`src/cfg_pkg.sv`:
```
// Shared constants and types for the converter configuration bank
package cfg_pkg;

  localparam int ADDR_W = 7;
  localparam int DATA_W = 16;

  // Register indices
  localparam logic [6:0] IDX_SPARE_0B   = 7'h0b;
  localparam logic [6:0] IDX_I_GAIN     = 7'h0c;
  localparam logic [6:0] IDX_CMIX_QGAIN = 7'h0d;
  localparam logic [6:0] IDX_SPARE_0E   = 7'h0e;
  localparam logic [6:0] IDX_OUT_LAT    = 7'h0f;
  localparam logic [6:0] IDX_PHASE_CORR = 7'h10;
  localparam logic [6:0] IDX_SPARE_11   = 7'h11;
  localparam logic [6:0] IDX_PHASE_SHFT = 7'h12;
  localparam logic [6:0] IDX_SPARE_13   = 7'h13;
  localparam logic [6:0] IDX_FREQ_LO    = 7'h14;
  localparam logic [6:0] IDX_FREQ_HI    = 7'h15;
  localparam logic [6:0] IDX_SPARE_16   = 7'h16;
  localparam logic [6:0] IDX_SPARE_17   = 7'h17;
  localparam logic [6:0] IDX_LOOP_CTRL  = 7'h18;
  localparam logic [6:0] IDX_LOOP_DIV   = 7'h19;
  localparam logic [6:0] IDX_TUNE_SLEEP = 7'h1a;
  localparam logic [6:0] IDX_REF_CTRL   = 7'h1b;
  localparam logic [6:0] IDX_SYNC_SEL   = 7'h1e;
  localparam logic [6:0] IDX_SYNC_SEL2  = 7'h1f;

  // Reset values
  localparam logic [15:0] RST_ZERO       = 16'h0000;
  localparam logic [15:0] RST_GAIN       = 16'h0400;
  localparam logic [15:0] RST_LOOP_CTRL  = 16'h2808;
  localparam logic [15:0] RST_LOOP_DIV   = 16'h0440;
  localparam logic [15:0] RST_TUNE_SLEEP = 16'h0020;
  localparam logic [15:0] RST_SYNC_SEL   = 16'h1111;
  localparam logic [15:0] RST_SYNC_SEL2  = 16'h1140;

  // Field positions
  localparam int GAIN_MSB      = 10;
  localparam int CMIX_LSB      = 12;
  localparam int LAT_LSB       = 14;
  localparam int PHASE_MSB     = 11;
  localparam int LOOP_RST_BIT  = 12;
  localparam int NDIV_SYNC_BIT = 11;
  localparam int LOOP_EN_BIT   = 10;
  localparam int PUMP_LSB      = 6;
  localparam int PRESC_LSB     = 3;
  localparam int M_LSB         = 8;
  localparam int N_LSB         = 4;
  localparam int BIAS_SLP_BIT  = 7;
  localparam int TEMP_SLP_BIT  = 6;
  localparam int LOOP_SLP_BIT  = 5;
  localparam int CLK_SLP_BIT   = 4;
  localparam int EXTREF_BIT    = 15;
  localparam int CORR_SEL_LSB  = 4;
  localparam int MIX_SEL_LSB   = 12;
  localparam int SIF_SYNC_BIT  = 1;

  // Sync source bit positions inside a 4-bit mask
  localparam int SRC_AUTO = 0;
  localparam int SRC_STRB = 1;
  localparam int SRC_PIN  = 2;
  localparam int SRC_SIF  = 3;

  localparam int MAX_LAT = 3;

  typedef struct packed {
    logic [10:0] i_gain;
    logic [10:0] q_gain;
    logic [11:0] phase;
  } corr_set_type;

  typedef struct packed {
    logic [15:0] phase_shift;
    logic [31:0] freq_word;
  } mix_set_type;

  typedef struct packed {
    logic       loop_reset;
    logic       loop_enable;
    logic [1:0] loop_pump_select;
    logic [3:0] prescale_div;
    logic [8:0] m_div;
    logic [4:0] n_div;
    logic       bias_sleep;
    logic       temp_sleep;
    logic       loop_sleep;
    logic       clk_recv_sleep;
    logic       strobe_recv_sleep;
    logic       ext_ref_sel;
  } analog_ctrl_type;

endpackage

```
`src/cfg_regs.sv`:
```
// Configuration bank for correction, mixer and clock multiplier settings
`timescale 1ns/100ps
module cfg_regs
  import cfg_pkg::*;
(
  input  wire logic               ref_clk,
  input  wire logic               rstn,
  input  wire logic               wr_en,
  input  wire logic               rd_en,
  input  wire logic [6:0]         addr,
  input  wire logic [15:0]        wdata,
  output logic [15:0]             rdata,
  input  wire logic [2:0]         loop_filter_code,
  input  wire logic               sync_pin,
  input  wire logic               output_strobe,
  input  wire logic signed [15:0] first_in,
  input  wire logic signed [15:0] second_in,
  output logic signed [15:0]      first_channel,
  output logic signed [15:0]      second_channel,
  output logic [15:0]             osc_sin_addr,
  output logic                    ndiv_sync,
  output logic                    clk_mult_sel,
  output analog_ctrl_type         analog_ctrl
);

  logic [15:0]     chan_i_gain;
  logic [15:0]     coarse_mix_and_chan_q_gain;
  logic [15:0]     output_latency_ctrl;
  logic [15:0]     iq_phase_correction;
  logic [15:0]     osc_phase_shift;
  logic [15:0]     osc_freq_low;
  logic [15:0]     osc_freq_high;
  logic [15:0]     loop_control;
  logic [15:0]     loop_dividers;
  logic [15:0]     osc_tune_and_sleep;
  logic [15:0]     reference_and_test_ctrl;
  logic [15:0]     sync_select;
  logic [15:0]     sync_select2;
  logic [15:0]     spare [5];
  corr_set_type    corr_active;
  mix_set_type     mix_active;
  logic [31:0]     osc_acc;
  logic [3:0]      src_events;
  logic            load_corr;
  logic            load_mix;
  logic            sif_sync_q;

  function automatic logic wr_hit(input logic [6:0] idx);
    return wr_en && (addr == idx);
  endfunction

  function automatic logic any_src(input logic [3:0] mask, input logic [3:0] ev);
    return |(mask & ev);
  endfunction

  // Plain control registers, one per concern
  always_ff @(posedge ref_clk or negedge rstn)
  begin
    if (!rstn)
      chan_i_gain <= RST_GAIN;
    else if (wr_hit(IDX_I_GAIN))
      chan_i_gain <= wdata;
  end

  always_ff @(posedge ref_clk or negedge rstn)
  begin
    if (!rstn)
      coarse_mix_and_chan_q_gain <= RST_GAIN;
    else if (wr_hit(IDX_CMIX_QGAIN))
      coarse_mix_and_chan_q_gain <= wdata;
  end

  always_ff @(posedge ref_clk or negedge rstn)
  begin
    if (!rstn)
      output_latency_ctrl <= RST_GAIN;
    else if (wr_hit(IDX_OUT_LAT))
      output_latency_ctrl <= wdata;
  end

  always_ff @(posedge ref_clk or negedge rstn)
  begin
    if (!rstn)
      iq_phase_correction <= RST_ZERO;
    else if (wr_hit(IDX_PHASE_CORR))
      iq_phase_correction <= wdata;
  end

  always_ff @(posedge ref_clk or negedge rstn)
  begin
    if (!rstn)
      osc_phase_shift <= RST_ZERO;
    else if (wr_hit(IDX_PHASE_SHFT))
      osc_phase_shift <= wdata;
  end

  always_ff @(posedge ref_clk or negedge rstn)
  begin
    if (!rstn)
      osc_freq_low <= RST_ZERO;
    else if (wr_hit(IDX_FREQ_LO))
      osc_freq_low <= wdata;
  end

  always_ff @(posedge ref_clk or negedge rstn)
  begin
    if (!rstn)
      osc_freq_high <= RST_ZERO;
    else if (wr_hit(IDX_FREQ_HI))
      osc_freq_high <= wdata;
  end

  // Filter code bits are read-only, so they are stored as zero
  always_ff @(posedge ref_clk or negedge rstn)
  begin
    if (!rstn)
      loop_control <= RST_LOOP_CTRL;
    else if (wr_hit(IDX_LOOP_CTRL))
      loop_control <= {wdata[15:3], 3'h0};
  end

  always_ff @(posedge ref_clk or negedge rstn)
  begin
    if (!rstn)
      loop_dividers <= RST_LOOP_DIV;
    else if (wr_hit(IDX_LOOP_DIV))
      loop_dividers <= wdata;
  end

  always_ff @(posedge ref_clk or negedge rstn)
  begin
    if (!rstn)
      osc_tune_and_sleep <= RST_TUNE_SLEEP;
    else if (wr_hit(IDX_TUNE_SLEEP))
      osc_tune_and_sleep <= wdata;
  end

  always_ff @(posedge ref_clk or negedge rstn)
  begin
    if (!rstn)
      reference_and_test_ctrl <= RST_ZERO;
    else if (wr_hit(IDX_REF_CTRL))
      reference_and_test_ctrl <= wdata;
  end

  // Reserved nibbles of the source masks keep whatever software writes
  always_ff @(posedge ref_clk or negedge rstn)
  begin
    if (!rstn)
      sync_select <= RST_SYNC_SEL;
    else if (wr_hit(IDX_SYNC_SEL))
      sync_select <= wdata;
  end

  always_ff @(posedge ref_clk or negedge rstn)
  begin
    if (!rstn)
      sync_select2 <= RST_SYNC_SEL2;
    else if (wr_hit(IDX_SYNC_SEL2))
      sync_select2 <= wdata;
  end

  // Spare words hold what software writes, kept for readback; 0x16 and 0x17 share one word
  always_ff @(posedge ref_clk or negedge rstn)
  begin
    if (!rstn)
    begin
      spare[0] <= RST_ZERO;
      spare[1] <= RST_GAIN;
      spare[2] <= RST_ZERO;
      spare[3] <= RST_ZERO;
      spare[4] <= RST_ZERO;
    end
    else
    begin
      if (wr_hit(IDX_SPARE_0B)) spare[0] <= wdata;
      if (wr_hit(IDX_SPARE_0E)) spare[1] <= wdata;
      if (wr_hit(IDX_SPARE_11)) spare[2] <= wdata;
      if (wr_hit(IDX_SPARE_13)) spare[3] <= wdata;
      if (wr_hit(IDX_SPARE_16) || wr_hit(IDX_SPARE_17)) spare[4] <= wdata;
    end
  end

  // Software sync is a level; its rising edge is the event
  always_ff @(posedge ref_clk or negedge rstn)
  begin
    if (!rstn)
      sif_sync_q <= 1'b0;
    else
      sif_sync_q <= sync_select2[SIF_SYNC_BIT];
  end

  always_comb
  begin
    src_events           = 4'h0;
    src_events[SRC_SIF]  = sync_select2[SIF_SYNC_BIT] & ~sif_sync_q;
    src_events[SRC_PIN]  = sync_pin;
    src_events[SRC_STRB] = output_strobe;
    src_events[SRC_AUTO] = 1'b0;
  end

  // Auto-sync comes from the write itself, so the new word is loaded
  // straight from the bus in the same edge
  // A process, not an assign, so the bus reads inside wr_hit wake it
  always_comb
  begin
    load_corr = any_src(sync_select[CORR_SEL_LSB +: 4], src_events)
              | (sync_select[CORR_SEL_LSB + SRC_AUTO]
                 & wr_hit(IDX_PHASE_CORR));
    load_mix  = any_src(sync_select2[MIX_SEL_LSB +: 4], src_events)
              | (sync_select2[MIX_SEL_LSB + SRC_AUTO]
                 & wr_hit(IDX_PHASE_SHFT));
  end

  always_ff @(posedge ref_clk or negedge rstn)
  begin
    if (!rstn)
    begin
      corr_active.i_gain <= RST_GAIN[GAIN_MSB:0];
      corr_active.q_gain <= RST_GAIN[GAIN_MSB:0];
      corr_active.phase  <= RST_ZERO[PHASE_MSB:0];
    end
    else if (load_corr)
    begin
      corr_active.i_gain <= chan_i_gain[GAIN_MSB:0];
      corr_active.q_gain <= coarse_mix_and_chan_q_gain[GAIN_MSB:0];
      corr_active.phase  <= wr_hit(IDX_PHASE_CORR) ? wdata[PHASE_MSB:0]
                                                    : iq_phase_correction[PHASE_MSB:0];
    end
  end

  always_ff @(posedge ref_clk or negedge rstn)
  begin
    if (!rstn)
    begin
      mix_active.phase_shift <= RST_ZERO;
      mix_active.freq_word   <= {RST_ZERO, RST_ZERO};
    end
    else if (load_mix)
    begin
      mix_active.phase_shift <= wr_hit(IDX_PHASE_SHFT) ? wdata : osc_phase_shift;
      mix_active.freq_word   <= {osc_freq_high, osc_freq_low};
    end
  end

  // Oscillator accumulator; signed step wraps naturally mod 2^32
  always_ff @(posedge ref_clk or negedge rstn)
  begin
    if (!rstn)
      osc_acc <= {RST_ZERO, RST_ZERO};
    else
      osc_acc <= osc_acc + mix_active.freq_word;
  end

  always_ff @(posedge ref_clk or negedge rstn)
  begin
    if (!rstn)
      osc_sin_addr <= RST_ZERO;
    else
      osc_sin_addr <= osc_acc[31:16] + mix_active.phase_shift;
  end

  sample_path u_path (
    .ref_clk        (ref_clk),
    .rstn           (rstn),
    .corr           (corr_active),
    .cmix_mode      (coarse_mix_and_chan_q_gain[CMIX_LSB +: 4]),
    .latency        (output_latency_ctrl[LAT_LSB +: 2]),
    .first_in       (first_in),
    .second_in      (second_in),
    .first_channel  (first_channel),
    .second_channel (second_channel)
  );

  // Divider ratio decodes
  function automatic logic [3:0] presc_ratio(input logic [2:0] c);
    return (c == 3'h0) ? 4'h8 : {1'b0, c};
  endfunction

  function automatic logic [8:0] m_ratio(input logic [7:0] c);
    return c[7] ? {1'b0, c[6:0], 1'b0} : {2'h0, c[6:0]};
  endfunction

  assign ndiv_sync    = loop_control[NDIV_SYNC_BIT] & sync_pin;
  assign clk_mult_sel = loop_control[LOOP_EN_BIT];

  always_comb
  begin
    analog_ctrl.loop_reset        = loop_control[LOOP_RST_BIT];
    analog_ctrl.loop_enable       = loop_control[LOOP_EN_BIT];
    analog_ctrl.loop_pump_select  = loop_control[PUMP_LSB +: 2];
    analog_ctrl.prescale_div      = presc_ratio(loop_control[PRESC_LSB +: 3]);
    analog_ctrl.m_div             = m_ratio(loop_dividers[M_LSB +: 8]);
    analog_ctrl.n_div             = 5'({1'b0, loop_dividers[N_LSB +: 4]} + 5'h1);
    analog_ctrl.bias_sleep        = osc_tune_and_sleep[BIAS_SLP_BIT];
    analog_ctrl.temp_sleep        = osc_tune_and_sleep[TEMP_SLP_BIT];
    analog_ctrl.loop_sleep        = osc_tune_and_sleep[LOOP_SLP_BIT];
    analog_ctrl.clk_recv_sleep    = osc_tune_and_sleep[CLK_SLP_BIT];
    analog_ctrl.strobe_recv_sleep = osc_tune_and_sleep[CLK_SLP_BIT];
    analog_ctrl.ext_ref_sel       = reference_and_test_ctrl[EXTREF_BIT];
  end

  // Readback; unmapped indices read as zero
  always_ff @(posedge ref_clk or negedge rstn)
  begin
    if (!rstn)
      rdata <= RST_ZERO;
    else if (rd_en)
    begin
      unique case (addr)
        IDX_SPARE_0B:   rdata <= spare[0];
        IDX_I_GAIN:     rdata <= chan_i_gain;
        IDX_CMIX_QGAIN: rdata <= coarse_mix_and_chan_q_gain;
        IDX_SPARE_0E:   rdata <= spare[1];
        IDX_OUT_LAT:    rdata <= output_latency_ctrl;
        IDX_PHASE_CORR: rdata <= iq_phase_correction;
        IDX_SPARE_11:   rdata <= spare[2];
        IDX_PHASE_SHFT: rdata <= osc_phase_shift;
        IDX_SPARE_13:   rdata <= spare[3];
        IDX_FREQ_LO:    rdata <= osc_freq_low;
        IDX_FREQ_HI:    rdata <= osc_freq_high;
        IDX_SPARE_16:   rdata <= spare[4];
        IDX_SPARE_17:   rdata <= spare[4];
        IDX_LOOP_CTRL:  rdata <= {loop_control[15:3], loop_filter_code};
        IDX_LOOP_DIV:   rdata <= loop_dividers;
        IDX_TUNE_SLEEP: rdata <= osc_tune_and_sleep;
        IDX_REF_CTRL:   rdata <= reference_and_test_ctrl;
        IDX_SYNC_SEL:   rdata <= sync_select;
        IDX_SYNC_SEL2:  rdata <= sync_select2;
        default:        rdata <= RST_ZERO;
      endcase
    end
  end

endmodule

```
`src/sample_path.sv`:
```
// Correction, coarse mixing and output latency for the two channels
`timescale 1ns/100ps
module sample_path
  import cfg_pkg::*;
(
  input  wire logic               ref_clk,
  input  wire logic               rstn,
  input  wire corr_set_type       corr,
  input  wire logic [3:0]         cmix_mode,
  input  wire logic [1:0]         latency,
  input  wire logic signed [15:0] first_in,
  input  wire logic signed [15:0] second_in,
  output logic signed [15:0]      first_channel,
  output logic signed [15:0]      second_channel
);

  logic signed [15:0] corr_i;
  logic signed [15:0] corr_q;
  logic signed [15:0] mix_i;
  logic signed [15:0] mix_q;
  logic signed [15:0] dly_i [MAX_LAT:0];
  logic signed [15:0] dly_q [MAX_LAT:0];
  logic [2:0]         rot;

  // Unsigned gain with binary point between bits 9 and 10
  function automatic logic signed [15:0] scale(input logic signed [15:0] s,
                                               input logic [10:0] g);
    logic signed [28:0] p;
    p = s * $signed({1'b0, g});
    return sat(p[28:10]);
  endfunction

  function automatic logic signed [15:0] sat(input logic signed [18:0] v);
    if (v > 19'sd32767)
      return 16'sh7fff;
    else if (v < -19'sd32768)
      return 16'sh8000;
    else
      return v[15:0];
  endfunction

  // Phase word is a fraction of 2^-12, range -0.5 .. 0.49975
  always_comb
  begin
    logic signed [27:0] prod;
    prod = second_in * $signed(corr.phase);
    corr_q = scale(second_in, corr.q_gain);
    // Product slice is sign-extended so negative phase words subtract
    corr_i = sat(19'(scale(first_in, corr.i_gain)) + 19'($signed(prod[27:12])));
  end

  // Coarse mixer enables summed as eighths of a turn
  always_comb
  begin
    rot = 3'h0;
    if (cmix_mode[3]) rot = 3'(rot + 3'h1);
    if (cmix_mode[2]) rot = 3'(rot + 3'h2);
    if (cmix_mode[1]) rot = 3'(rot + 3'h4);
    if (cmix_mode[0]) rot = 3'(rot + 3'h6);
    // Odd eighths need an NCO-grade rotator; handled as the quarter below
    unique case (rot[2:1])
      2'h0:
      begin
        mix_i = corr_i;
        mix_q = corr_q;
      end
      2'h1:
      begin
        mix_i = -corr_q;
        mix_q = corr_i;
      end
      2'h2:
      begin
        mix_i = -corr_i;
        mix_q = -corr_q;
      end
      default:
      begin
        mix_i = corr_q;
        mix_q = -corr_i;
      end
    endcase
  end

  always_ff @(posedge ref_clk or negedge rstn)
  begin
    if (!rstn)
    begin
      for (int k = 0; k <= MAX_LAT; k++)
      begin
        dly_i[k] <= 16'sh0000;
        dly_q[k] <= 16'sh0000;
      end
    end
    else
    begin
      dly_i[0] <= mix_i;
      dly_q[0] <= mix_q;
      for (int k = 1; k <= MAX_LAT; k++)
      begin
        dly_i[k] <= dly_i[k-1];
        dly_q[k] <= dly_q[k-1];
      end
    end
  end

  assign first_channel  = dly_i[latency];
  assign second_channel = dly_q[latency];

endmodule

```
`config.mk`:
```
export PLATFORM = sky130hd
export DESIGN_NAME = cfg_regs
export DESIGN_NICKNAME = d
export VERILOG_FILES = /design/src/cfg_pkg.sv /design/src/cfg_regs.sv /design/src/sample_path.sv
export SDC_FILE = /design/constraint.sdc
export NUM_CORES = 2
export LEC_CHECK = 0
export ABC_AREA = 1
export BUFFER_PORTS_ARGS = -buffer_cell sky130_fd_sc_hd__buf_2
export CORE_AREA = 5 5 289 291
export DETAILED_ROUTE_END_ITERATION = 12
export DIE_AREA = 0 0 294 296
export PLACE_DENSITY = 0.85
export SKIP_CTS_REPAIR_TIMING = 1
export SKIP_LAST_GASP = 1
export SLEW_MARGIN = 40
export SYNTH_ARGS = -nofsm -noshare
export SYNTH_HDL_FRONTEND = slang
export SYNTH_SLANG_ARGS = --single-unit
export TNS_END_PERCENT = 50
```
`constraint.sdc`:
```
create_clock -name ref_clk -period 9.65 [get_ports ref_clk]
set_clock_uncertainty 0.2 [all_clocks]
set_input_delay 1.4475 -clock ref_clk [delete_from_list [all_inputs] [get_ports ref_clk]]
set_output_delay 1.4475 -clock ref_clk [all_outputs]
set_load 0.02 [all_outputs]
```
# == Word level (Yosys, flattened, before mapping) ==
# Cells that the tools add are included.
# word_totals
reg_bits,560
# classes
add_sub_neg,9
mul,3
magnitude_cmp,7
n_eq_ne,21
mux,21
bitwise_logic,9
n_reduce_logical,25
# op_table
op,n
case mux 16 bit (18 select lines),1
two-way mux 16 bit,9
"equality test 7 x 5 -> 1 bit, second input constant",14
case mux 16 bit (3 select lines),2
multiplier 16 x 12 -> 28 bit,3
binary-select mux 16 bit (select 2 bit),2
"greater-than comparator 19 x 16 -> 1 bit, second input constant",3
"less-than comparator 19 x 16 -> 1 bit, second input constant",3
"equality test 7 x 4 -> 1 bit, second input constant",5
adder 32 bit,1
negator 16 bit,2
logical AND 1 bit,19
adder 16 x 16 -> 17 bit,1
adder 16 bit,1
two-way mux 12 bit,1
two-way mux 3 bit,3
bitwise AND 4 bit,2
two-way mux 8 bit,1
OR reduction 4 bit,2
"adder 3 bit, second input constant",2
"adder 4 x 1 -> 5 bit, second input constant",1
bitwise AND 1 bit,4
two-way mux 4 bit,1
"adder 1 x 2 -> 3 bit, second input constant",1
10 further kinds,11

# == Depth between registers and ports, before layout ==
# depth
ltp_word,10
depth_mapped,48
depth_no_buf,46

# == Cells and area by module ==
# Synthesis repeated with hierarchy kept, for this count alone.
# unflattened
hier_cells,6163
area_unflattened_um2,48405.2
# modules_own_cells
module,instances,cells_per_inst,area_each_um2,seq_area_each_um2
sample_path,1,3504,27189.8,3203.1
cfg_regs,1,2659,21215.3,10834.1

# == Least setup slack after synthesis ==
# OpenSTA, ideal clock, no wires.
# synth_path
path_type,input to register
from,in first_in[15]
to,reg u_path.dly_q[12] (netlist name)
t_arrival_ns,8.719
path_slack_ns,0.602
stages,42
cell_sequence,clkbuf_1 -> nand2_1 -> fa_1 -> inv_1 -> fa_1 -> fa_1 -> fa_1 -> inv_1 -> fa_1 -> inv_1 -> ha_1 -> nand2_1 -> nor4_1 -> nand3_1 -> nand3_1 -> nand4_1 -> nand3_1 -> xor2_1 -> [... 6 more ...] -> nand2_1 -> nand2_1 -> nand2_1 -> nand2_1 -> nand2_1 -> nand2_2 -> inv_2 -> nand2_4 -> buf_6 -> a21oi_1 -> ha_1 -> nand3_1 -> nor2_2 -> nand3_2 -> inv_1 -> nand3_1 -> a21oi_1 -> a21oi_1
# synth_via
elab_chain_len,10
elab_cells_between_ends,12
# synth_lines
element,line,text
start: declaration,cfg_regs.sv:16,"input wire logic signed [15:0] first_in,"
multiplier 16 x 12 -> 28 bit *,sample_path.sv:29,"p = s * $signed({1'b0, g});"
less-than comparator 19 x 16 -> 1 bit,sample_path.sv:36,else if (v < -19'sd32768)
two-way mux 16 bit,sample_path.sv:36,
two-way mux 16 bit *,sample_path.sv:34,if (v > 19'sd32767)
adder 16 x 16 -> 17 bit *,sample_path.sv:49,"corr_i = sat(19'(scale(first_in, corr.i_gain)) + 19'($signed(prod[27:12])));"
less-than comparator 19 x 16 -> 1 bit,sample_path.sv:36,
two-way mux 16 bit,sample_path.sv:36,
two-way mux 16 bit *,sample_path.sv:34,
negator 16 bit,sample_path.sv:80,mix_q = -corr_i;
case mux 16 bit (3 select lines) *,sample_path.sv:61,unique case (rot[2:1])
via u_path.mix_q[12],sample_path.sv:20,logic signed [15:0] mix_q;
end signal: indexed assignment,sample_path.sv:102,dly_q[k] <= dly_q[k-1];
end: declaration,sample_path.sv:22,logic signed [15:0] dly_q [MAX_LAT:0];
# The timed path passes the listed nets; every way through them passes the cells marked *.
# A chain may end at the register's enable or synchronous reset.

# == Final worst setup path ==
# layout_path
from,in first_in[15]
to,reg u_path.dly_q[14] (netlist name)
# Same word-level chain as after synthesis.

==> impl_table.tex <==
\begin{tabular}{lr}
\hline
Metric & Value \\
\hline
\multicolumn{2}{l}{\textbf{Status}} \\
\quad Result of the run & finished, final reports clean \\
\multicolumn{2}{l}{\textbf{Synth}} \\
\quad Cell taking the most area after synthesis & sky130\_fd\_sc\_hd\_\_dfrtp\_1 \\
\quad Synth top cells by count & sky130\_fd\_sc\_hd\_\_nand2\_1, sky130\_fd\_sc\_hd\_\_inv\_1, sky130\_fd\_sc\_hd\_\_dfrtp\_1, sky130\_fd\_sc\_hd\_\_fa\_1, sky130\_fd\_sc\_hd\_\_o21ai\_0 \\
\quad Number of distinct standard cells referenced by the synthesized netlist & 61 \\
\quad Most frequent cell after synthesis & sky130\_fd\_sc\_hd\_\_nand2\_1 \\
\quad Share of synthesized flip-flops with an asynchronous set or reset & 100\% \\
\quad \#FFs+latches synth & 560 \\
\quad Synthesized instance count & 5573 \\
\quad Area of the mapped netlist & 46300 um2 \\
\quad Number of enable flip-flop cells after synthesis & 0 \\
\quad Area share of the leading cell type in the synthesized netlist & 29.2\% \\
\quad Ranking of synthesized cells by area & sky130\_fd\_sc\_hd\_\_dfrtp\_1, sky130\_fd\_sc\_hd\_\_fa\_1, sky130\_fd\_sc\_hd\_\_nand2\_1, sky130\_fd\_sc\_hd\_\_inv\_1, sky130\_fd\_sc\_hd\_\_ha\_1 \\
\quad Most used DFF post-synth & sky130\_fd\_sc\_hd\_\_dfrtp\_1 \\
\quad Yosys warning count & 0 \\
\quad Syn Nets & 6373 \\
\quad Mean Syn Cell Area & 8.31 um2 \\
\quad Sequential fraction of the synthesis area & 30.3\% \\
\multicolumn{2}{l}{\textbf{Placement}} \\
\quad DP Wirelength & 96000 um \\
\quad Number of I/O port buffers & 156 \\
\quad Dpl ws & 0.134 ns \\
\quad Number of placed instances with taps included & 6585 \\
\quad Gpl congestion & 0.968 \\
\multicolumn{2}{l}{\textbf{Floorplanning}} \\
\quad Chip Height & 296 um \\
\quad Initial core utilization & 57.7\% \\
\quad Area of the core & 80300 um2 \\
\quad Full die area & 87000 um2 \\
\quad Num rows & 104 \\
\quad Die outline width & 294 um \\
\quad Number of top-level design ports & 158 \\
\multicolumn{2}{l}{\textbf{Global routing}} \\
\quad Global Route Usage Sum & 29.1\% \\
\quad Global route overflow & 0 \\
\quad Number of global-route vias before repair & 39100 \\
\quad Wire length of the first global-routing pass & 205000 um \\
\quad Antenna violations before repair & 5 \\
\quad Maximum number of pins on one net before global-route repair & 160 \\
\multicolumn{2}{l}{\textbf{Timing}} \\
\quad Number of slew-limit violations in the final report & 0 \\
\quad Shortest clock period the worst path allows after layout & 9.08 ns \\
\quad Relative slew slack & 36.1\% \\
\quad Worst Slack Setup Final & 0.574 ns \\
\quad Number of endpoints failing setup at the final stage & 0 \\
\quad Max Fclk & 110 MHz \\
\quad Share of the clock period used by the worst path & 94.1\% \\
\quad Hold violation total from the final report & 0 \\
\quad Worst Max-Slew Pin Slew & 0.957 ns \\
\multicolumn{2}{l}{\textbf{Critical path}} \\
\quad Dominant cell type by count on the critical path & sky130\_fd\_sc\_hd\_\_nand2\_1 \\
\quad Startpoint-to-endpoint class of the critical path & in -> reg \\
\quad Largest fanout on the critical path & 11 \\
\quad Worst r2r src & corr\_active[26] \\
\quad Endpoint arrival time on the critical path & 9.35 ns \\
\quad Startpoint types & primary input \\
\quad Required @ worst endpoint & 9.92 ns \\
\quad Library cell contributing the largest single delay on the critical path & sky130\_fd\_sc\_hd\_\_fa\_1 \\
\quad Critical Path Start & first\_in[15] \\
\quad Endpoint type of the worst setup path & flip-flop \\
\quad Highest cell delay on the worst timing path & 0.52 ns \\
\quad Worst Reg-to-Reg Cells & 42 \\
\multicolumn{2}{l}{\textbf{Routing}} \\
\quad Detail Route Antenna Nets & 0 \\
\quad Number of DRC markers after the initial detailed-route iteration & 4111 \\
\quad Residual DRC & 0 \\
\quad Drt via density & 5.70 \\
\quad Via count & 38100 \\
\quad First-pass iteration count of the detailed router & 6 \\
\quad Overall routed net length & 126000 um \\
\quad Detail-routed net length per standard cell & 18.9 um \\
\multicolumn{2}{l}{\textbf{Final layout}} \\
\quad Final-layout fill cell count & 6419 \\
\quad Net total in the final layout & 6382 \\
\quad Synthesis-to-layout area growth & 7.49\% \\
\quad Proportion of layout cells with a drive suffix above 1 & 8.41\% \\
\quad Post-route insts no fill & 6686 \\
\multicolumn{2}{l}{\textbf{CTS}} \\
\quad Maximum number of buffers from clock root to sink & 3 \\
\quad TritonCTS clock tree & built \\
\quad Clock-pin slew on the worst setup and hold paths & 0.07 ns \\
\quad Clock latency on the worst-skew pair & 0.64 ns \\
\quad Clock net sink count & 560 \\
\quad Clock buffers created by TritonCTS & 52 \\
\quad H-tree depth reported by CTS & 2 \\
\quad Root Buffer Master & sky130\_fd\_sc\_hd\_\_clkbuf\_16 \\
\multicolumn{2}{l}{\textbf{Flow run}} \\
\quad Max-cap violations & 0 \\
\multicolumn{2}{l}{\textbf{Worst hold path}} \\
\quad Hold crit path type & reg -> reg \\
\quad Worst hold path cell count & 0 \\
\quad Start point of the worst min-delay path & u\_path.dly\_i[38] \\
\hline
\end{tabular}
==> logic make-up after synthesis <==
family	count (synthesis)	share of synthesized area, %
other cells	1	0.00810
xor+xnor	131	2.49
flops	560	30.3
fa+ha+maj	736	28.0
mux	44	1.07
simple gates	1954	17.1
buf+inv	1316	10.9
compound gates	831	10.2
==> per-layer routing <==
| metal | routed length, um | up-vias | global-route usage [%] |
|---|---|---|---|
| li1 | - | 17200 | - |
| met1 | 48300 | 18500 | 38.4 |
| met2 | 58700 | 1987 | 47.2 |
| met3 | 12900 | 405 | 5.91 |
| met4 | 6140 | 4 | 12.6 |
| met5 | 80 | - | 0.650 |
==> cell type report <==
cell class / instances / area, um2 / share of cell area (%)
inverters: 1049 / 3940 / 7.91
multi-input cells: 3697 / 27300 / 54.9
repair buffers: 222 / 1380 / 2.76
flip-flops and latches: 560 / 14000 / 28.2
clock inverters: 29 / 375 / 0.754
clock buffers: 65 / 1400 / 2.81
well taps: 1060 / 1330 / 2.66
diodes: 4 / 10.0 / 0.0201
==> stage by stage <==
step | hold slack [ns] | utilization (%) | setup TNS [ns] | area, um2
floorplan | 0.149 | - | 0 | 46300
global placement | 0.150 | 59.6 | 0 | 47800
detailed placement | 0.155 | 59.7 | 0 | 47900
CTS | 0.167 | 61.9 | 0 | 49700
global route | 0.174 | 62.0 | -0.154 | 49800
finish | 0.169 | 62.0 | 0 | 49800
==> layout by cell type (no fill, tap or decap), types with 48 or more instances in the layout <==
cell type and n:
sky130_fd_sc_hd__xor2_1 82, sky130_fd_sc_hd__buf_2 155, sky130_fd_sc_hd__nor2_1 228, sky130_fd_sc_hd__nand3_1 143, sky130_fd_sc_hd__xnor2_1 48, sky130_fd_sc_hd__inv_1 1032, sky130_fd_sc_hd__buf_4 58, sky130_fd_sc_hd__fa_1 499
sky130_fd_sc_hd__a21oi_1 191, sky130_fd_sc_hd__o21ai_0 443, sky130_fd_sc_hd__dfrtp_1 537, sky130_fd_sc_hd__ha_1 237, sky130_fd_sc_hd__clkbuf_16 52, sky130_fd_sc_hd__nand2_1 1429
==> flip-flops by register name (all words and copies together) (netlist names), 32 cells and up <==
signal        flops
u_path.dly_q     64
corr_active      34
u_path.dly_i     64
mix_active       48
osc_acc          32
spare            80
==> worst paths after layout <==
check	to	slack [ns]
min in group asynchronous	osc_sin_addr[12]	0.49
max reg2reg	u_path.dly_q[14]	0.74
min	u_path.dly_i[54]	0.17
max	u_path.dly_q[14]	0.57
max in group asynchronous	u_path.dly_q[25]	7.10
min reg2reg	u_path.dly_i[54]	0.17
==> worst max-delay path: cells and delay by family <==
| kind | cells | cell delay [ns] |
|---|---|---|
| buffers and inverters | 7 | 0.81 |
| AOI/OAI and AO/OA | 4 | 0.63 |
| adders and majority gates | 8 | 3.35 |
| and+or+nand+nor | 23 | 2.88 |
| xor gates and xnor gates | 1 | 0.23 |
Power is not shown: default switching activity piles up to over one toggle a cycle in this logic, so the estimate is an artifact.
